<file path="src/core/ksio_regs.svh">
// Register offsets, field positions, reset values and the behaviour summary of the key-scan ports
// Behaviour
// RULE1 - Three ports of four, six and eight bits, each bit configured independently.
// RULE2 - Initial reset puts every bit of every port into general-purpose input.
// RULE3 - Each port has data, direction and attribute register planes written by software.
// RULE4 - Codes 000 pull-low in, 001 pure in, 010 low, 011 high, 110 floating.
// RULE5 - Unlisted attribute/direction/data codes behave as pure input.
// RULE6 - Converter use: six-bit port bit 2 floating input, bits 5..3 pass-through outputs.
// RULE7 - Six-bit port bit 2 is the external interrupt source.
// RULE8 - Six-bit port bits 1 and 0 are shareable with two buzzer outputs.
// RULE9 - Control 0x16 bits 1,0 both one selects buzzer; both zero restores port.
// RULE10 - In buzzer mode each buzzer counter overflow toggles both buzzer pins.
// RULE11 - The eight-bit port is a wake-up source leaving stop-clock standby.
// RULE12 - During standby every pin keeps its configuration and output level; six-bit port bits 5..3 still follow conv_sensor_drive here.
// RULE13 - Wake-up alters no port register or pin; processor resumes after sleep.
// RULE14 - Wake event is any change of an enabled eight-bit input, synchronised first.
`ifndef KSIO_REGS_SVH
`define KSIO_REGS_SVH

// ************************************************************
// Register offsets
// ************************************************************
`define KSIO_NARROW_DATA 8'h00
`define KSIO_NARROW_DIR  8'h01
`define KSIO_NARROW_ATTR 8'h02
`define KSIO_MID_DATA    8'h03
`define KSIO_MID_DIR     8'h04
`define KSIO_MID_ATTR    8'h05
`define KSIO_WIDE_DATA   8'h06
`define KSIO_WIDE_DIR    8'h07
`define KSIO_WIDE_ATTR   8'h08
`define KSIO_STOP_CLK    8'h09
`define KSIO_WAKE_EN     8'h0a
`define KSIO_WAKE_STAT   8'h0b
`define KSIO_NARROW_PIN  8'h0c
`define KSIO_MID_PIN     8'h0d
`define KSIO_WIDE_PIN    8'h0e
`define KSIO_CONV_CTRL   8'h0f
`define KSIO_BUZZ_CTRL   8'h16
`define KSIO_BUZZ_RELOAD 8'h17

// ************************************************************
// Field positions
// ************************************************************
`define KSIO_STOP_BIT     0
`define KSIO_CONV_EN_BIT  0
`define KSIO_BUZZ_ON_CODE 2'b11
`define KSIO_BUZZ_OFF_CODE 2'b00
`define KSIO_EXT_BIT      2
`define KSIO_CONV_LO      3

// ************************************************************
// Reset values
// ************************************************************
`define KSIO_PLANE_RST    8'h00
`define KSIO_RELOAD_RST   8'h00

`endif

</file>
<file path="src/core/ksio_pkg.sv">
// Types shared by the key-scan port modules
package ksio_pkg;

    typedef enum logic [4:0] {
        KSIO_FN_PULL_IN  = 5'b00001,
        KSIO_FN_PURE_IN  = 5'b00010,
        KSIO_FN_OUT_LOW  = 5'b00100,
        KSIO_FN_OUT_HIGH = 5'b01000,
        KSIO_FN_FLOAT    = 5'b10000
    } ksio_fn_t;

    typedef enum logic [1:0] {
        KSIO_RUN   = 2'b01,
        KSIO_STBY  = 2'b10
    } ksio_pwr_t;

endpackage

</file>
<file path="src/core/ksio_port_if.sv">
// Per-port configuration and pad signals between the top and a port controller
interface ksio_port_if #(
    parameter int W = 8
);
    logic [W-1:0] attr;
    logic [W-1:0] dir;
    logic [W-1:0] data;
    logic [W-1:0] sf_en;
    logic [W-1:0] sf_oe;
    logic [W-1:0] sf_out;
    logic [W-1:0] pin_in;
    logic [W-1:0] pin_out;
    logic [W-1:0] pin_oe;
    logic [W-1:0] pull_low_en;

    modport ctl (
        input  attr,
        input  dir,
        input  data,
        input  sf_en,
        input  sf_oe,
        input  sf_out,
        output pin_out,
        output pin_oe,
        output pull_low_en
    );

    modport top (
        output attr,
        output dir,
        output data,
        output sf_en,
        output sf_oe,
        output sf_out,
        input  pin_out,
        input  pin_oe,
        input  pull_low_en
    );
endinterface

</file>
<file path="src/core/ksio_port_ctl.sv">
// Per-bit pad function decode for one port
module ksio_port_ctl #(
    parameter int W = 8
) (
    input wire logic clk,
    input wire logic rst,
    ksio_port_if.ctl p
);

    function automatic ksio_pkg::ksio_fn_t ksio_decode(input logic a, input logic d, input logic v);
        ksio_pkg::ksio_fn_t f;
        f = ksio_pkg::KSIO_FN_PURE_IN;
        case ({a, d, v})
            3'b000:  f = ksio_pkg::KSIO_FN_PULL_IN;  // RULE4
            3'b001:  f = ksio_pkg::KSIO_FN_PURE_IN;
            3'b010:  f = ksio_pkg::KSIO_FN_OUT_LOW;
            3'b011:  f = ksio_pkg::KSIO_FN_OUT_HIGH;
            3'b110:  f = ksio_pkg::KSIO_FN_FLOAT;
            default: f = ksio_pkg::KSIO_FN_PURE_IN;  // RULE5
        endcase
        return f;
    endfunction

    genvar i;
    generate
        for (i = 0; i < W; i++) begin : g_bit
            ksio_pkg::ksio_fn_t fn;
            assign fn = ksio_decode(p.attr[i], p.dir[i], p.data[i]);  // RULE1

            // Pull-low is the reset state, so pads never float before software runs
            always_ff @(posedge clk) begin
                if (rst) begin
                    p.pin_out[i]     <= 1'b0;
                    p.pin_oe[i]      <= 1'b0;
                    p.pull_low_en[i] <= 1'b1;  // RULE2
                end else if (p.sf_en[i]) begin
                    p.pin_out[i]     <= p.sf_out[i];
                    p.pin_oe[i]      <= p.sf_oe[i];
                    p.pull_low_en[i] <= 1'b0;
                end else begin
                    p.pin_out[i]     <= (fn == ksio_pkg::KSIO_FN_OUT_HIGH);
                    p.pin_oe[i]      <= (fn == ksio_pkg::KSIO_FN_OUT_HIGH) ||
                                        (fn == ksio_pkg::KSIO_FN_OUT_LOW);
                    p.pull_low_en[i] <= (fn == ksio_pkg::KSIO_FN_PULL_IN);
                end
            end
        end
    endgenerate

endmodule

</file>
<file path="src/core/ksio_top.sv">
// Key-scan port block: three configurable ports, buzzer share, converter share, port wake-up
//
// Design decisions made here: the placing of the registers and the address-and-strobe port.
`include "ksio_regs.svh"

module ksio_top #(
    parameter int NARROW_W = 4,
    parameter int MID_W    = 6,
    parameter int WIDE_W   = 8
) (
    input  wire logic                clk,
    input  wire logic                rst,
    // Register port
    input  wire logic [7:0]          addr,
    input  wire logic [7:0]          wdata,
    input  wire logic                wr,
    input  wire logic                rd,
    output logic      [7:0]          rdata,
    // Pads
    input  wire logic [NARROW_W-1:0] narrow_port_in,
    output logic      [NARROW_W-1:0] narrow_port_out,
    output logic      [NARROW_W-1:0] narrow_port_oe,
    output logic      [NARROW_W-1:0] narrow_port_pull_low,
    input  wire logic [MID_W-1:0]    mid_port_in,
    output logic      [MID_W-1:0]    mid_port_out,
    output logic      [MID_W-1:0]    mid_port_oe,
    output logic      [MID_W-1:0]    mid_port_pull_low,
    input  wire logic [WIDE_W-1:0]   wide_wake_port_in,
    output logic      [WIDE_W-1:0]   wide_wake_port_out,
    output logic      [WIDE_W-1:0]   wide_wake_port_oe,
    output logic      [WIDE_W-1:0]   wide_wake_port_pull_low,
    // Converter and interrupt side
    input  wire logic [2:0]          conv_sensor_drive,
    output logic                     ext_irq_conv_input,
    output logic                     conv_active,
    // Standby control
    input  wire logic                wake_other,
    output logic                     cpu_clk_stop,
    output logic                     wake_pulse
);

    // ************************************************************
    // Configuration planes
    // ************************************************************
    logic [NARROW_W-1:0] narrow_data_r, narrow_dir_r, narrow_attr_r;
    logic [MID_W-1:0]    mid_data_r, mid_dir_r, mid_attr_r;
    logic [WIDE_W-1:0]   wide_data_r, wide_dir_r, wide_attr_r;
    logic [WIDE_W-1:0]   wake_en_r;
    logic                wake_flag_r;
    logic                conv_en_r;
    logic [1:0]          buzz_ctrl_r;
    logic [7:0]          buzz_reload_r;
    logic                buzz_mode_r;
    logic [7:0]          buzz_cnt_r;
    logic                buzz_lvl_r;
    logic [7:0]          rdata_r;
    ksio_pkg::ksio_pwr_t pwr_r;

    function automatic logic hit(input logic [7:0] a, input logic [7:0] off);
        return a == off;
    endfunction

    // Software only writes while the processor runs; in standby nothing here moves
    always_ff @(posedge clk) begin
        if (rst) begin
            narrow_data_r <= NARROW_W'(`KSIO_PLANE_RST);  // RULE2
            narrow_dir_r  <= NARROW_W'(`KSIO_PLANE_RST);
            narrow_attr_r <= NARROW_W'(`KSIO_PLANE_RST);
            mid_data_r    <= MID_W'(`KSIO_PLANE_RST);
            mid_dir_r     <= MID_W'(`KSIO_PLANE_RST);
            mid_attr_r    <= MID_W'(`KSIO_PLANE_RST);
            wide_data_r   <= WIDE_W'(`KSIO_PLANE_RST);
            wide_dir_r    <= WIDE_W'(`KSIO_PLANE_RST);
            wide_attr_r   <= WIDE_W'(`KSIO_PLANE_RST);
        end else if (wr) begin
            if (hit(addr, `KSIO_NARROW_DATA)) narrow_data_r <= wdata[NARROW_W-1:0];  // RULE3
            if (hit(addr, `KSIO_NARROW_DIR))  narrow_dir_r  <= wdata[NARROW_W-1:0];
            if (hit(addr, `KSIO_NARROW_ATTR)) narrow_attr_r <= wdata[NARROW_W-1:0];
            if (hit(addr, `KSIO_MID_DATA))    mid_data_r    <= wdata[MID_W-1:0];
            if (hit(addr, `KSIO_MID_DIR))     mid_dir_r     <= wdata[MID_W-1:0];
            if (hit(addr, `KSIO_MID_ATTR))    mid_attr_r    <= wdata[MID_W-1:0];
            if (hit(addr, `KSIO_WIDE_DATA))   wide_data_r   <= wdata[WIDE_W-1:0];
            if (hit(addr, `KSIO_WIDE_DIR))    wide_dir_r    <= wdata[WIDE_W-1:0];
            if (hit(addr, `KSIO_WIDE_ATTR))   wide_attr_r   <= wdata[WIDE_W-1:0];
        end
    end

    // ************************************************************
    // Function controls
    // ************************************************************
    always_ff @(posedge clk) begin
        if (rst) begin
            conv_en_r     <= 1'b0;
            buzz_ctrl_r   <= 2'b00;
            buzz_reload_r <= `KSIO_RELOAD_RST;
            wake_en_r     <= '0;
        end else if (wr) begin
            if (hit(addr, `KSIO_CONV_CTRL))   conv_en_r     <= wdata[`KSIO_CONV_EN_BIT];
            if (hit(addr, `KSIO_BUZZ_CTRL))   buzz_ctrl_r   <= wdata[1:0];
            if (hit(addr, `KSIO_BUZZ_RELOAD)) buzz_reload_r <= wdata;
            if (hit(addr, `KSIO_WAKE_EN))     wake_en_r     <= wdata[WIDE_W-1:0];
        end
    end

    // Mixed codes 01 and 10 keep the current mode rather than guess
    always_ff @(posedge clk) begin
        if (rst) begin
            buzz_mode_r <= 1'b0;
        end else if (buzz_ctrl_r == `KSIO_BUZZ_ON_CODE) begin
            buzz_mode_r <= 1'b1;  // RULE9
        end else if (buzz_ctrl_r == `KSIO_BUZZ_OFF_CODE) begin
            buzz_mode_r <= 1'b0;  // RULE9
        end
    end

    // ************************************************************
    // Buzzer counter
    // ************************************************************
    always_ff @(posedge clk) begin
        if (rst || !buzz_mode_r) begin
            buzz_cnt_r <= buzz_reload_r;
            buzz_lvl_r <= 1'b0;
        end else if (cpu_clk_stop) begin
            // Frozen so the buzzer pins keep their level in standby
            buzz_cnt_r <= buzz_cnt_r;  // RULE12
        end else if (buzz_cnt_r == 8'hff) begin
            buzz_cnt_r <= buzz_reload_r;
            buzz_lvl_r <= ~buzz_lvl_r;  // RULE10
        end else begin
            buzz_cnt_r <= buzz_cnt_r + 8'h01;
        end
    end

    // ************************************************************
    // Port controllers
    // ************************************************************
    ksio_port_if #(.W(NARROW_W)) narrow_if ();
    ksio_port_if #(.W(MID_W))    mid_if ();
    ksio_port_if #(.W(WIDE_W))   wide_if ();

    assign narrow_if.attr   = narrow_attr_r;
    assign narrow_if.dir    = narrow_dir_r;
    assign narrow_if.data   = narrow_data_r;
    assign narrow_if.sf_en  = '0;
    assign narrow_if.sf_oe  = '0;
    assign narrow_if.sf_out = '0;
    assign narrow_if.pin_in = narrow_port_in;

    assign wide_if.attr   = wide_attr_r;
    assign wide_if.dir    = wide_dir_r;
    assign wide_if.data   = wide_data_r;
    assign wide_if.sf_en  = '0;
    assign wide_if.sf_oe  = '0;
    assign wide_if.sf_out = '0;
    assign wide_if.pin_in = wide_wake_port_in;

    assign mid_if.attr   = mid_attr_r;
    assign mid_if.dir    = mid_dir_r;
    assign mid_if.data   = mid_data_r;
    assign mid_if.pin_in = mid_port_in;

    // Special functions override the planes bit by bit
    always_comb begin
        mid_if.sf_en  = '0;
        mid_if.sf_oe  = '0;
        mid_if.sf_out = '0;
        if (conv_en_r) begin
            mid_if.sf_en[`KSIO_EXT_BIT]                 = 1'b1;  // RULE6
            mid_if.sf_en[`KSIO_CONV_LO +: 3]            = 3'b111;
            mid_if.sf_oe[`KSIO_CONV_LO +: 3]            = 3'b111;
            mid_if.sf_out[`KSIO_CONV_LO +: 3]           = conv_sensor_drive;  // RULE6
        end
        if (buzz_mode_r) begin
            mid_if.sf_en[1:0]  = 2'b11;  // RULE8
            mid_if.sf_oe[1:0]  = 2'b11;
            mid_if.sf_out[1:0] = {~buzz_lvl_r, buzz_lvl_r};  // RULE10
        end
    end

    ksio_port_ctl #(.W(NARROW_W)) u_narrow (
        .clk (clk),
        .rst (rst),
        .p   (narrow_if)
    );

    ksio_port_ctl #(.W(MID_W)) u_mid (
        .clk (clk),
        .rst (rst),
        .p   (mid_if)
    );

    ksio_port_ctl #(.W(WIDE_W)) u_wide (
        .clk (clk),
        .rst (rst),
        .p   (wide_if)
    );

    assign narrow_port_out         = narrow_if.pin_out;
    assign narrow_port_oe          = narrow_if.pin_oe;
    assign narrow_port_pull_low    = narrow_if.pull_low_en;
    assign mid_port_out            = mid_if.pin_out;
    assign mid_port_oe             = mid_if.pin_oe;
    assign mid_port_pull_low       = mid_if.pull_low_en;
    assign wide_wake_port_out      = wide_if.pin_out;
    assign wide_wake_port_oe       = wide_if.pin_oe;
    assign wide_wake_port_pull_low = wide_if.pull_low_en;
    assign conv_active             = conv_en_r;

    // Level handed to the interrupt controller and converter oscillator
    logic ext_irq_r;
    always_ff @(posedge clk) begin
        if (rst) begin
            ext_irq_r <= 1'b0;
        end else begin
            ext_irq_r <= mid_if.pin_in[`KSIO_EXT_BIT];  // RULE7
        end
    end
    assign ext_irq_conv_input = ext_irq_r;

    // ************************************************************
    // Wake detection
    // ************************************************************
    // Keys bounce and are asynchronous in practice, so two flops guard the edge detect
    logic [WIDE_W-1:0] wake_s1_r, wake_s2_r, wake_s3_r;
    logic              wake_evt;

    always_ff @(posedge clk) begin
        if (rst) begin
            wake_s1_r <= '0;
            wake_s2_r <= '0;
            wake_s3_r <= '0;
        end else begin
            wake_s1_r <= wide_if.pin_in;  // RULE14
            wake_s2_r <= wake_s1_r;
            wake_s3_r <= wake_s2_r;
        end
    end

    assign wake_evt = |((wake_s2_r ^ wake_s3_r) & wake_en_r);  // RULE11

    // Status set by a change wins over a same-cycle clear
    always_ff @(posedge clk) begin
        if (rst) begin
            wake_flag_r <= 1'b0;
        end else if (wake_evt) begin
            wake_flag_r <= 1'b1;  // RULE14
        end else if (wr && hit(addr, `KSIO_WAKE_STAT) && wdata[0]) begin
            wake_flag_r <= 1'b0;
        end
    end

    // ************************************************************
    // Standby
    // ************************************************************
    logic stop_req;
    logic wake_any;
    assign stop_req = wr && hit(addr, `KSIO_STOP_CLK) && wdata[`KSIO_STOP_BIT];
    assign wake_any = wake_evt || wake_other;

    always_ff @(posedge clk) begin
        if (rst) begin
            pwr_r      <= ksio_pkg::KSIO_RUN;
            wake_pulse <= 1'b0;
        end else begin
            wake_pulse <= 1'b0;
            case (pwr_r)
                ksio_pkg::KSIO_RUN: begin
                    if (stop_req) begin
                        pwr_r <= ksio_pkg::KSIO_STBY;  // RULE12
                    end
                end
                ksio_pkg::KSIO_STBY: begin
                    // Only the clock request and wake_pulse change; planes and pads are untouched
                    if (wake_any) begin
                        pwr_r      <= ksio_pkg::KSIO_RUN;  // RULE13
                        wake_pulse <= 1'b1;
                    end
                end
                default: begin
                    pwr_r <= ksio_pkg::KSIO_RUN;
                end
            endcase
        end
    end

    assign cpu_clk_stop = (pwr_r == ksio_pkg::KSIO_STBY);

    // ************************************************************
    // Read port
    // ************************************************************
    always_ff @(posedge clk) begin
        if (rst) begin
            rdata_r <= 8'h00;
        end else if (rd) begin
            case (addr)
                `KSIO_NARROW_DATA: rdata_r <= 8'(narrow_data_r);
                `KSIO_NARROW_DIR:  rdata_r <= 8'(narrow_dir_r);
                `KSIO_NARROW_ATTR: rdata_r <= 8'(narrow_attr_r);
                `KSIO_MID_DATA:    rdata_r <= 8'(mid_data_r);
                `KSIO_MID_DIR:     rdata_r <= 8'(mid_dir_r);
                `KSIO_MID_ATTR:    rdata_r <= 8'(mid_attr_r);
                `KSIO_WIDE_DATA:   rdata_r <= 8'(wide_data_r);
                `KSIO_WIDE_DIR:    rdata_r <= 8'(wide_dir_r);
                `KSIO_WIDE_ATTR:   rdata_r <= 8'(wide_attr_r);
                `KSIO_STOP_CLK:    rdata_r <= {7'h00, cpu_clk_stop};
                `KSIO_WAKE_EN:     rdata_r <= 8'(wake_en_r);
                `KSIO_WAKE_STAT:   rdata_r <= {7'h00, wake_flag_r};
                `KSIO_NARROW_PIN:  rdata_r <= 8'(narrow_if.pin_in);
                `KSIO_MID_PIN:     rdata_r <= 8'(mid_port_in);
                `KSIO_WIDE_PIN:    rdata_r <= 8'(wide_wake_port_in);
                `KSIO_CONV_CTRL:   rdata_r <= {7'h00, conv_en_r};
                `KSIO_BUZZ_CTRL:   rdata_r <= {6'h00, buzz_ctrl_r};
                `KSIO_BUZZ_RELOAD: rdata_r <= buzz_reload_r;
                default:           rdata_r <= 8'h00;
            endcase
        end else begin
            rdata_r <= 8'h00;
        end
    end
    assign rdata = rdata_r;

endmodule

</file>
<file path="config.mk">
export PLATFORM = sky130hd
export DESIGN_NAME = ksio_top
export DESIGN_NICKNAME = d
export VERILOG_FILES = /design/src/core/ksio_pkg.sv /design/src/core/ksio_port_if.sv /design/src/core/ksio_port_ctl.sv /design/src/core/ksio_top.sv
export VERILOG_INCLUDE_DIRS = /design/src /design/src/core
export SDC_FILE = /design/constraint.sdc
export NUM_CORES = 1
export LEC_CHECK = 0
export ABC_AREA = 1
export BUFFER_PORTS_ARGS = -buffer_cell sky130_fd_sc_hd__buf_2
export CAP_MARGIN = 20
export CELL_PAD_IN_SITES_DETAIL_PLACEMENT = 1
export CELL_PAD_IN_SITES_GLOBAL_PLACEMENT = 1
export CORE_AREA = 2 2 135 137
export CTS_BUF_LIST = sky130_fd_sc_hd__clkbuf_2 sky130_fd_sc_hd__clkbuf_4 sky130_fd_sc_hd__clkbuf_8
export DETAILED_ROUTE_END_ITERATION = 10
export DIE_AREA = 0 0 137 139
export HOLD_SLACK_MARGIN = 0.1
export PLACE_DENSITY = 0.78
export SLEW_MARGIN = 0
export SYNTH_ARGS = -nofsm -noshare
export SYNTH_HDL_FRONTEND = slang
export SYNTH_HIERARCHICAL = 1
export SYNTH_SLANG_ARGS = --single-unit
</file>
<file path="constraint.sdc">
create_clock -name clk -period 1.7 [get_ports clk]
set_input_delay 0.34 -clock clk [delete_from_list [all_inputs] [get_ports clk]]
set_output_delay 0.34 -clock clk [all_outputs]
set_load 0.01 [all_outputs]
</file>
==> results of run 1 <==
per-stage QoR:
stage                     setup WS (ns)   util  power [mW]  hold slack (ns)
after detailed placement        -0.0866  0.491        4.81            0.396
after global routing            -0.0405  0.519        7.87            0.143
after CTS                        0.0468  0.517        7.64            0.100
after floorplan                   0.124      -        4.57            0.388
final                            0.0787  0.519        7.57            0.110
after global placement          -0.0566  0.491        4.80            0.389
cells by family after synthesis:
logic type | after synthesis
AOI/OAI and AO/OA | 204
xor gates and xnor gates | 5
adders and majority gates | 2
buffers and inverters | 173
DFF | 174
other | 1
and+or+nand+nor | 473
sequential cells by signal, indices dropped and copies added, names as in the netlist, 8 cells and up:
signal and flops:
rdata 8, wide_attr_r 8, wide_data_r 8, u_wide/p.pin_oe 8, wake_en_r 8, u_wide/p.pin_out 8, buzz_reload_r 8, u_wide/p.pull_low_en 8
wide_dir_r 8, wake_s3_r 8, wake_s1_r 8, wake_s2_r 8, buzz_cnt_r 8
cell type report:
| type | instances | area (um^2) |
|---|---|---|
| fillers | 2358 | 8480 |
| clock inverters | 9 | 86.3 |
| inverters | 145 | 554 |
| repair buffers | 165 | 1010 |
| flip-flops and latches | 174 | 3560 |
| well taps | 229 | 287 |
| multi-input cells | 732 | 3370 |
| clock buffers | 23 | 298 |
path summary, 6_finish.rpt:
| check | end | cells past startpoint | from |
|---|---|---|---|
| setup / recovery | buzz_cnt_r[7]$_DFFE_PP_ | 9 | buzz_cnt_r[1]$_DFFE_PP_ |
| hold / removal | ext_irq_conv_input$_SDFF_PP0_ | 3 | mid_port_in[2] |
| setup reg to reg | buzz_cnt_r[7]$_DFFE_PP_ | 9 | buzz_cnt_r[1]$_DFFE_PP_ |
| hold reg to reg | wake_s2_r[5]$_SDFF_PP0_ | 2 | wake_s1_r[5]$_SDFF_PP0_ |
placed cells by master, fill, tap and decap left out, types with 2 or more instances in the layout:
cell type	synthesis	final
sky130_fd_sc_hd__o22ai_1	6	6
sky130_fd_sc_hd__clkinv_2	0	3
sky130_fd_sc_hd__a21oi_1	70	70
sky130_fd_sc_hd__nand3_2	2	2
sky130_fd_sc_hd__xor2_1	4	4
sky130_fd_sc_hd__clkinv_4	0	2
sky130_fd_sc_hd__nor2_1	179	176
sky130_fd_sc_hd__nand2_1	166	166
sky130_fd_sc_hd__a21oi_2	8	8
sky130_fd_sc_hd__o21ai_0	93	93
sky130_fd_sc_hd__dfxtp_1	166	165
sky130_fd_sc_hd__nand4_1	3	3
sky130_fd_sc_hd__o21ai_2	7	7
sky130_fd_sc_hd__nor2_2	14	17
sky130_fd_sc_hd__nor3_1	5	5
sky130_fd_sc_hd__o21ai_1	18	18
sky130_fd_sc_hd__inv_1	132	132
sky130_fd_sc_hd__nand3_1	84	84
sky130_fd_sc_hd__edfxtp_1	8	8
sky130_fd_sc_hd__conb_1	1	48
sky130_fd_sc_hd__buf_2	7	107
sky130_fd_sc_hd__clkinvlp_4	0	2
sky130_fd_sc_hd__dlygate4sd3_1	0	6
sky130_fd_sc_hd__inv_2	11	11
sky130_fd_sc_hd__nand2_2	13	13
sky130_fd_sc_hd__clkbuf_4	0	3
sky130_fd_sc_hd__clkbuf_8	0	20
sky130_fd_sc_hd__buf_12	0	2
sky130_fd_sc_hd__buf_4	2	49
sky130_fd_sc_hd__nor2_4	4	4
worst reg2reg max path, cell delays in order (launching register included):
cell and delay (ns):
sky130_fd_sc_hd__edfxtp_1 0.38, sky130_fd_sc_hd__ha_2 0.18, sky130_fd_sc_hd__nand3_1 0.10, sky130_fd_sc_hd__nor2_2 0.15, sky130_fd_sc_hd__nand4_1 0.12, sky130_fd_sc_hd__inv_1 0.09
sky130_fd_sc_hd__nor2_1 0.05, sky130_fd_sc_hd__buf_6 0.14, sky130_fd_sc_hd__nor2_1 0.11, sky130_fd_sc_hd__a21oi_1 0.05
metal layers:
| metal | wire length, um | up-vias | share of wire | global-route usage |
|---|---|---|---|---|
| met3 | 1150 | 54 | 0.048 | 0.0464 |
| met5 | 0 | - | 0 | 0 |
| met4 | 838 | 0 | 0.035 | 0.107 |
| met1 | 10400 | 3480 | 0.44 | 0.332 |
| li1 | - | 3635 | - | - |
| met2 | 11300 | 187 | 0.48 | 0.428 |
power by group through the flow:
stage	clock, mW	sequential (mW)	combinational (mW)
detailed placement	0	4.29	0.521
CTS	2.91	4.20	0.537
finish	2.84	4.20	0.543
floorplan	0	4.31	0.261
global placement	0	4.29	0.510
global route	3.06	4.21	0.605
repair_timing:
action,CTS,global route
pin swaps,0,2
buffers inserted,1,5
resized for setup,2,4
endpoints found under the hold margin,6,0
endpoints found under the setup margin,3,7
hold buffers,6,0
==> qor_table.md, run 1 <==
| Metric | Reported | Unit |
|:---|:---|:---|
| Area fraction of the dominant cell type after synthesis | 0.446 | - |
| Xor/xnor cell area share of the yosys netlist | 0.00588 | - |
| Multiplexer share of the synthesized area | 0 | - |
| Library cell occupying the most area in the post-synthesis netlist | sky130_fd_sc_hd__dfxtp_1 | - |
| Delay contributed by the slowest stage of the critical path | 0.38 | ns |
| Final Routed Wirelength | 23700 | um |
| Fin area | 0.00917 | mm^2 |
| IO Pins | 108 | - |
| Effective utilization at floorplan | 0.422 | - |
| Number of pins exceeding their max-slew limit in the final report | 0 | - |
| Result of the run | complete, no violations | - |
| Total number of yosys warnings | 6 | - |
| Type of the worst setup path | register to register | - |
| Final RePlAce weighted congestion | 0.886 | - |
| Deepest level of the CTS H-tree | 4 | - |
| Number of DRC markers after the initial detailed-route iteration | 421 | - |
| Number of diodes | 0 | - |
| Floorplan die area | 0.0190 | mm^2 |
| Count of state elements after synthesis | 174 | - |
| Num rows | 49 | - |
| Post-synthesis instance area | 0.00744 | mm^2 |
| Die height | 139 | um |
| Width of the chip | 137 | um |
| CP required | 1.93 | ns |
| Total half-perimeter wirelength after legalization and detailed placement | 17900 | um |
| Share of total power in combinational logic | 0.072 | - |
| Clock tree from TritonCTS | yes | - |
| Most instantiated flip-flop cell in the synthesis netlist | sky130_fd_sc_hd__dfxtp_1 | - |
| Post-layout net count | 1279 | - |
| Cell types occupying the most area after synthesis | sky130_fd_sc_hd__dfxtp_1 (45%), sky130_fd_sc_hd__nor2_1 (9.0%), sky130_fd_sc_hd__nand2_1 (8.4%) | - |
| Worst min path class | input port to register | - |
| Global-route wire length before repair | 38200 | um |
| Critical path arrival | 1.85 | ns |
| Most numerous cell in the Yosys netlist | sky130_fd_sc_hd__nor2_1 | - |
| Achievable clock frequency | 617 | MHz |
| Total CTS buffers | 17 | - |
| Part of the total power dissipated in sequential elements | 0.554 | - |
| Mean number of vias per cell | 4.98 | - |
| GRT Util Overall | 0.259 | - |
| Cell-by-cell trace of the critical path | ha_2 -> nand3_1 -> nor2_2 -> nand4_1 -> inv_1 -> nor2_1 -> buf_6 -> nor2_1 -> a21oi_1 | - |
| Register area share after synthesis | 0.479 | - |
| Final period demand of the worst path | 1.62 | ns |
| Arithmetic-cell share of the synthesized area counting full adders, half adders and majority gates | 0.00336 | - |
| Signed area change from the synthesized netlist to the final layout | 23.2 | % |
| Fraction of final layout cells with drive strength greater than 1 | 0.208 | - |
| Via count of the first global-routing pass | 7479 | - |
| Sum of negative setup slack | 0 | ns |
| Critical path buffers and inverters | 2 | - |
| Kind of end point of the critical path | register | - |
| Dpl cells | 1433 | - |
| Clk_lat worst skew | 0.48 | ns |
| Port buffer count | 107 | - |
| Worst-case clock buffer depth | 2 | - |
| Number of maximum-capacitance violations | 0 | - |
| Antenna-violating nets left | 0 | - |
| Setup skew after layout | 0.0163 | ns |
| Crit path max-delay family | simple AND/OR/NAND/NOR gates | - |
| Setup violation total in the final timing report | 0 | - |
| Power Density | 826 | mW/mm^2 |
| Wire per inst | 16.1 | um |
| Fraction of the mapped netlist area in simple logic gates | 0.271 | - |
| Via count of the routed design | 7356 | - |
| Clock network fraction of total power | 0.374 | - |
| Clock tree root driver cell | sky130_fd_sc_hd__clkbuf_8 | - |
| Total iterations of the first detailed-routing run | 5 | - |
| Top cell types by occurrence after synthesis | sky130_fd_sc_hd__nor2_1 (179), sky130_fd_sc_hd__dfxtp_1 (166), sky130_fd_sc_hd__nand2_1 (166) | - |
| Overflow left after global routing | 0 | - |
| Detailed-route DRC error count | 0 | - |
| Kind of start point of the critical path | register | - |
| Post-place instance area | 0.00867 | mm^2 |
| Fraction of synthesis flops using an asynchronous set or reset pin | 0 | - |
| P_int | 5.68 | mW |
| Switching Fraction | 0.251 | - |
| Crit-path slowest cell | sky130_fd_sc_hd__edfxtp_1 | - |
| Total number of clock tree sinks | 174 | - |
| Compound-cell area share of the yosys netlist | 0.147 | - |
| Maximum resistive drop on vdd | 0.477 | mV |
| Maximum number of pins on one net before global-route repair | 38 | - |
| Number of antenna violations at the first check in global routing | 0 | - |
| Avg Inst Size Synth | 7.21 | um^2 |
| Number of standard cells after synthesis | 1032 | - |
| Most common cell on crit path | sky130_fd_sc_hd__nor2_1 | - |
| Count of unique library cells instantiated by Yosys | 35 | - |
| Maximum fanout along the worst path | 13 | - |
| Final Cycle Share | 0.954 | - |
| Largest family of logic cells by synthesized area | simple AND/OR/NAND/NOR gates | - |
| Leakage component of the power | 4.09 | nW |
| Net switching power of the design | 1.90 | mW |
| Worst-path clk slew | 0.09 | ns |
| Number of non-filler instances in the completed layout | 1477 | - |
| Count of flip-flops with a built-in enable after synthesis | 8 | - |
| Final count of hold timing violations | 0 | - |
| Area of the core | 0.0177 | mm^2 |
| Worst reg2reg setup slack | 0.08 | ns |
(Power assumes the default switching activity.)
==> run 2, diff against run 1 <==
--- a/config.mk
+++ b/config.mk
@@ -9,14 +9,12 @@
 export ABC_AREA = 1
 export BUFFER_PORTS_ARGS = -buffer_cell sky130_fd_sc_hd__buf_2
 export CAP_MARGIN = 20
-export CELL_PAD_IN_SITES_DETAIL_PLACEMENT = 1
-export CELL_PAD_IN_SITES_GLOBAL_PLACEMENT = 1
-export CORE_AREA = 2 2 135 137
+export CORE_AREA = 2 2 170 105
 export CTS_BUF_LIST = sky130_fd_sc_hd__clkbuf_2 sky130_fd_sc_hd__clkbuf_4 sky130_fd_sc_hd__clkbuf_8
 export DETAILED_ROUTE_END_ITERATION = 10
-export DIE_AREA = 0 0 137 139
+export DIE_AREA = 0 0 172 107
 export HOLD_SLACK_MARGIN = 0.1
-export PLACE_DENSITY = 0.78
+export PLACE_DENSITY = 0.6
 export SLEW_MARGIN = 0
 export SYNTH_ARGS = -nofsm -noshare
 export SYNTH_HDL_FRONTEND = slang
==> qor_table.md, run 2 (synthesized netlist as in run 1, its figures left out) <==
| Metric | Reported | Unit | Delta |
|:---|:---|:---|:---|
| Result of the run | complete, no violations | - | unchanged |
| Total iterations of the first detailed-routing run | 7 | - | was 5 |
| Antenna-violating nets left | 0 | - | unchanged |
| Deepest level of the CTS H-tree | 4 | - | unchanged |
| Critical path arrival | 1.84 | ns | was 1.85 ns |
| Number of maximum-capacitance violations | 0 | - | unchanged |
| Number of pins exceeding their max-slew limit in the final report | 0 | - | unchanged |
| Floorplan die area | 0.0184 | mm^2 | was 0.0190 mm^2 |
| Path depth of the worst reg2reg path | 9 | - | unchanged |
| Total half-perimeter wirelength after legalization and detailed placement | 16200 | um | was 17900 um |
| Number of hold buffers added after cts | 0 | - | was 6 |
| Setup violation total in the final timing report | 0 | - | unchanged |
| WHS Path Cells | 3 | - | unchanged |
| GRT Util Overall | 0.239 | - | was 0.259 |
| Worst-path clk slew | 0.10 | ns | was 0.09 ns |
| Final Routed Wirelength | 21400 | um | was 23700 um |
| End of the worst register-to-register path | buzz_cnt_r[7]$_DFFE_PP_ | - | unchanged |
| Type of the worst setup path | register to register | - | unchanged |
| Number of diodes | 0 | - | unchanged |
| Die height | 107 | um | was 139 um |
| Worst hold margin | 0.125 | ns | was 0.110 ns |
| Width of the chip | 172 | um | was 137 um |
| Signed area change from the synthesized netlist to the final layout | 22.9 | % | was 23.2% |
| Number of antenna violations at the first check in global routing | 0 | - | unchanged |
| Worst min-delay path endpoint | wake_s1_r[7]$_SDFF_PP0_ | - | was ext_irq_conv_input$_SDFF_PP0_ |
| Kind of start point of the critical path | register | - | unchanged |
| Setup skew after layout | 0.0174 | ns | was 0.0163 ns |
| Power Density | 863 | mW/mm^2 | was 826 mW/mm^2 |
| Effective utilization at floorplan | 0.442 | - | was 0.422 |
| Total power | 7.89 | mW | was 7.57 mW |
| Final Cycle Share | 0.953 | - | was 0.954 |
| Num rows | 37 | - | was 49 |
| Clk_lat worst skew | 0.47 | ns | was 0.48 ns |
| Worst min path class | input port to register | - | unchanged |
| Port buffer count | 107 | - | unchanged |
| Leakage component of the power | 4.07 | nW | was 4.09 nW |
| Final RePlAce weighted congestion | 0.967 | - | was 0.886 |
| Total number of clock tree sinks | 174 | - | unchanged |
| Unrepaired setup endpoints after global routing | yes | - |  |
| Worst R2R Start | buzz_cnt_r[1]$_DFFE_PP_ | - | unchanged |
| Commonest non-fill, non-tap cell in the layout | sky130_fd_sc_hd__nor2_1 | - | unchanged |
| Wire per inst | 14.5 | um | was 16.1 um |
| Area of the core | 0.0169 | mm^2 | was 0.0177 mm^2 |
| Post-layout util | 0.543 | - | was 0.519 |
| Kind of end point of the critical path | register | - | unchanged |
| Maximum number of pins on one net before global-route repair | 40 | - | was 38 |
| Hold path startpoint | wide_wake_port_in[7] | - | was mid_port_in[2] |
| Detailed-route DRC error count | 0 | - | unchanged |
| Final period demand of the worst path | 1.62 | ns | about the same |
| Clock tree from TritonCTS | yes | - | unchanged |
| Number of DRC markers after the initial detailed-route iteration | 575 | - | was 421 |
| Worst reg2reg setup slack | 0.08 | ns | about the same |
| Mean number of vias per cell | 4.73 | - | was 4.98 |
| Highest-count cells in the layout ignoring fill and taps | sky130_fd_sc_hd__nor2_1 (176), sky130_fd_sc_hd__nand2_1 (166), sky130_fd_sc_hd__dfxtp_1 (165) | - | unchanged |
| Maximum fanout along the worst path | 8 | - | was 13 |
| Total CTS buffers | 17 | - | unchanged |
| CP required | 1.92 | ns | was 1.93 ns |
| Maximum resistive drop on vdd | 0.419 | mV | was 0.477 mV |
| Fraction of final layout cells with drive strength greater than 1 | 0.208 | - | about the same |
| IO Pins | 108 | - | unchanged |
| Via count of the routed design | 6963 | - | was 7356 |
| Global-route wire length before repair | 33100 | um | was 38200 um |
| Overflow left after global routing | 0 | - | unchanged |
| Via count of the first global-routing pass | 6114 | - | was 7479 |
| Worst-case clock buffer depth | 2 | - | unchanged |
| Clock tree root driver cell | sky130_fd_sc_hd__clkbuf_8 | - | unchanged |
| Post-layout net count | 1270 | - | was 1279 |
| Final count of hold timing violations | 0 | - | unchanged |
| Achievable clock frequency | 617 | MHz | about the same |
## run 2: worst max-delay path by stage
stage | start | to | slack [ns] | cells past startpoint
3_3_place_gp | addr[5] | rdata[2]$_SDFF_PP0_ | -0.03 | 10
3_5_place_dp | addr[7] | rdata[1]$_SDFF_PP0_ | -0.04 | 10
6_report | buzz_cnt_r[1]$_DFFE_PP_ | buzz_cnt_r[7]$_DFFE_PP_ | 0.08 | 9
4_1_cts | buzz_cnt_r[1]$_DFFE_PP_ | buzz_cnt_r[5]$_DFFE_PP_ | 0.003 | 9
2_1_floorplan | buzz_cnt_r[0]$_DFFE_PP_ | buzz_cnt_r[4]$_DFFE_PP_ | 0.12 | 8
5_1_grt | buzz_cnt_r[1]$_DFFE_PP_ | buzz_cnt_r[7]$_DFFE_PP_ | -0.02 | 9
## run 2: area by class of cell
class                           count  area, um^2
Tap cell                          234         293
Fill cell                        1722        7700
Inverter                          145         554
Timing Repair Buffer              156         903
Clock inverter                     12         171
Multi-Input combinational cell    732        3390
Clock buffer                       20         269
Sequential cell                   174        3560
## run 2: critical path, cell delays in order, from the launching register on
cell                       delay (ns)
sky130_fd_sc_hd__edfxtp_1        0.43
sky130_fd_sc_hd__ha_4            0.17
sky130_fd_sc_hd__nand3_2         0.11
sky130_fd_sc_hd__nor2_4          0.14
sky130_fd_sc_hd__nand4_1         0.11
sky130_fd_sc_hd__inv_1           0.07
sky130_fd_sc_hd__nor2_1          0.05
sky130_fd_sc_hd__buf_4           0.16
sky130_fd_sc_hd__nor2_1          0.09
sky130_fd_sc_hd__a21oi_1         0.05
## run 2: through the flow
stage / area (um^2) / setup TNS (ns) / worst slack [ns] / cells
after global placement: 8650 / -0.171 / -0.0274 / 1438
after CTS: 9090 / 0 / 0.00304 / 1470
final: 9150 / 0 / 0.0795 / 1473
after detailed placement: 8650 / -0.179 / -0.0424 / 1438
after floorplan: 7620 / 0 / 0.124 / 1079
after global routing: 9150 / -0.0301 / -0.0214 / 1473
## run 2: layer usage
layer  GRT usage  share of wire
met1       0.373           0.52
met2       0.326           0.38
met3      0.0458          0.083
met4      0.0708          0.017
met5           0              0
## run 2: what timing repair did
action	4_1_cts	5_1_grt
gates cloned	0	0
setup endpoints to repair	1	9
buffers inserted	0	3
gates resized for setup	1	10
pin swaps	0	2
## run 2: where the power goes
group / internal, mW / switching, mW
sequential: 4.17 / 0.0220
clock: 1.59 / 1.59
combinational: 0.162 / 0.351
total: 5.92 / 1.97
==> run 3, diff against run 2 <==
--- a/config.mk
+++ b/config.mk
@@ -15,7 +15,7 @@
 export DIE_AREA = 0 0 172 107
 export HOLD_SLACK_MARGIN = 0.1
 export PLACE_DENSITY = 0.6
-export SLEW_MARGIN = 0
+export SETUP_SLACK_MARGIN = 0.15
 export SYNTH_ARGS = -nofsm -noshare
 export SYNTH_HDL_FRONTEND = slang
 export SYNTH_HIERARCHICAL = 1
==> qor_table.md, run 3 (synthesized netlist as in run 1, its figures left out) <==
| Metric | Reported | Unit | Delta |
|:---|:---|:---|:---|
| Type of the worst setup path | register to register | - | unchanged |
| Critical path arrival | 1.78 | ns | was 1.84 ns |
| Clock tree from TritonCTS | yes | - | unchanged |
| Achievable clock frequency | 643 | MHz | was 617 MHz |
| Clock tree root driver cell | sky130_fd_sc_hd__clkbuf_8 | - | unchanged |
| Signed area change from the synthesized netlist to the final layout | 24.6 | % | was 22.9% |
| Effective utilization at floorplan | 0.442 | - | unchanged |
| Dpl cells | 1443 | - | was 1438 |
| Final RePlAce weighted congestion | 0.925 | - | was 0.967 |
| Max Used Layer | met4 | - | unchanged |
| Total area of multi-input combinational cells | 0.00341 | mm^2 | was 0.00339 mm^2 |
| Total iterations of the first detailed-routing run | 5 | - | was 7 |
| Wire length on met1 | 11500 | um | was 11100 um |
| Final period demand of the worst path | 1.56 | ns | was 1.62 ns |
| Fin area | 0.00928 | mm^2 | was 0.00915 mm^2 |
| Post-layout util | 0.551 | - | was 0.543 |
| Mean number of vias per cell | 4.70 | - | was 4.73 |
| Port buffer count | 107 | - | unchanged |
| Deepest level of the CTS H-tree | 4 | - | unchanged |
| Detailed-route DRC error count | 0 | - | unchanged |
| Number of DRC markers after the initial detailed-route iteration | 539 | - | was 575 |
| Length of routed met2 wiring | 8680 | um | was 8200 um |
| Wire per inst | 14.8 | um | was 14.5 um |
| Total half-perimeter wirelength after legalization and detailed placement | 16400 | um | was 16200 um |
| GRT Util Overall | 0.248 | - | was 0.239 |
| Worst-path clk slew | 0.10 | ns | about the same |
| Worst min path class | input port to register | - | unchanged |
| IO Pins | 108 | - | unchanged |
| Sum of met3 wire segment lengths after detailed routing | 1520 | um | was 1780 um |
| Die height | 107 | um | unchanged |
| Width of the chip | 172 | um | unchanged |
| Number of diodes | 0 | - | unchanged |
| Result of the run | complete, no violations | - | unchanged |
| Global-route wire length before repair | 34200 | um | was 33100 um |
| Filler instances | 1741 | - | was 1722 |
| Maximum number of pins on one net before global-route repair | 41 | - | was 40 |
| Kind of end point of the critical path | register | - | unchanged |
| Number of non-filler instances in the completed layout | 1479 | - | was 1473 |
| Via count of the routed design | 6953 | - | was 6963 |
| Overflow left after global routing | 0 | - | unchanged |
| Power Density | 852 | mW/mm^2 | was 863 mW/mm^2 |
| Commonest non-fill, non-tap cell in the layout | sky130_fd_sc_hd__nor2_1 | - | unchanged |
| Sequential Area | 0.00357 | mm^2 | was 0.00356 mm^2 |
| Highest-count cells in the layout ignoring fill and taps | sky130_fd_sc_hd__nor2_1 (173), sky130_fd_sc_hd__nand2_1 (166), sky130_fd_sc_hd__dfxtp_1 (164) | - | was sky130_fd_sc_hd__nor2_1 (176), sky130_fd_sc_hd__nand2_1 (166), sky130_fd_sc_hd__dfxtp_1 (165) |
| Number of antenna violations at the first check in global routing | 0 | - | unchanged |
| Number of maximum-capacitance violations | 0 | - | unchanged |
| Antenna-violating nets left | 0 | - | unchanged |
| Area of the core | 0.0169 | mm^2 | unchanged |
| Post-layout net count | 1276 | - | was 1270 |
| Setup skew after layout | 0.0145 | ns | was 0.0174 ns |
| Clk_lat worst skew | 0.47 | ns | about the same |
| Unrepaired setup endpoints after global routing | yes | - | unchanged |
| Leakage component of the power | 4.11 | nW | was 4.07 nW |
| Setup violation total in the final timing report | 0 | - | unchanged |
| Total CTS buffers | 17 | - | unchanged |
| CP required | 1.92 | ns | about the same |
| Total number of clock tree sinks | 174 | - | unchanged |
| Final count of hold timing violations | 0 | - | unchanged |
| Fraction of final layout cells with drive strength greater than 1 | 0.214 | - | was 0.208 |
| Final Routed Wirelength | 21900 | um | was 21400 um |
| Maximum fanout along the worst path | 13 | - | was 8 |
| Maximum resistive drop on vdd | 0.580 | mV | was 0.419 mV |
| Worst-case clock buffer depth | 2 | - | unchanged |
| Final Cycle Share | 0.915 | - | was 0.953 |
| Kind of start point of the critical path | register | - | unchanged |
| Number of pins exceeding their max-slew limit in the final report | 0 | - | unchanged |
| Floorplan die area | 0.0184 | mm^2 | unchanged |
| Sum of negative setup slack | 0 | ns | unchanged |
| Via count of the first global-routing pass | 6191 | - | was 6114 |
| Post-place instance area | 0.00874 | mm^2 | was 0.00865 mm^2 |
| Num rows | 37 | - | unchanged |
run 3: cell count changes in the layout (fill, tap and decap cells not counted), sizes merged:
| cell | change |
|---|---|
| clkbuf | -3 |
| buf | +3 |
| dlygate4sd3 | +3 |
| inv | +1 |
| clkinv | +1 |
| clkinvlp | +1 |
run 3: per-layer routing:
metal  GRT usage  up-vias
met5           0        -
met4      0.0558        0
met3      0.0410       14
met2       0.345      222
met1       0.394     3081
li1            -     3636
run 3: layout make-up:
| class | count | share of cell area |
|---|---|---|
| Timing Repair Buffer | 162 | 0.109 |
| Inverter | 145 | 0.0597 |
| Tap cell | 234 | 0.0316 |
| Clock inverter | 15 | 0.0220 |
| Sequential cell | 174 | 0.385 |
| Multi-Input combinational cell | 732 | 0.368 |
| Clock buffer | 17 | 0.0252 |
run 3: metrics by stage:
step	setup slack [ns]	hold slack, ns	power [mW]
final	0.144	0.129	7.91
after global routing	0.0500	0.129	8.23
after CTS	0.122	0.104	7.97
after detailed placement	-0.0788	0.392	4.81
after global placement	-0.0771	0.391	4.81
after floorplan	0.193	0.388	4.57
run 3: path summary, 6_finish.rpt:
path	start	end	slack (ns)	cells after the start
worst min register to register	wake_s1_r[5]$_SDFF_PP0_	wake_s2_r[5]$_SDFF_PP0_	0.41	2
worst max register to register	buzz_cnt_r[1]$_DFFE_PP_	buzz_cnt_r[3]$_DFFE_PP_	0.14	9
worst max-delay path	buzz_cnt_r[1]$_DFFE_PP_	buzz_cnt_r[3]$_DFFE_PP_	0.14	9
worst min-delay path	wide_wake_port_in[2]	wake_s1_r[2]$_SDFF_PP0_	0.13	3
run 3: power breakdown:
part           total, mW  internal (mW)  switching, mW
combinational      0.536          0.178          0.358
clock               3.18           1.51           1.67
sequential          4.19           4.17         0.0225
total               7.91           5.86           2.05
run 3: repair_timing:
action                                  CTS  global route
pin swaps                                 1             3
hold buffers                              3             0
setup buffers                             1             0
gates resized for setup                   8            12
hold endpoints to repair                  3             0
endpoints found under the setup margin    9            10
run 3: critical path, stage by stage (launching register included):
cell,delay (ns)
sky130_fd_sc_hd__edfxtp_1,0.38
sky130_fd_sc_hd__ha_2,0.22
sky130_fd_sc_hd__nand3_4,0.10
sky130_fd_sc_hd__nor2_4,0.11
sky130_fd_sc_hd__nand4_1,0.11
sky130_fd_sc_hd__inv_1,0.09
sky130_fd_sc_hd__nor2_2,0.05
sky130_fd_sc_hd__buf_12,0.14
sky130_fd_sc_hd__nand2_1,0.05
sky130_fd_sc_hd__o21ai_0,0.08
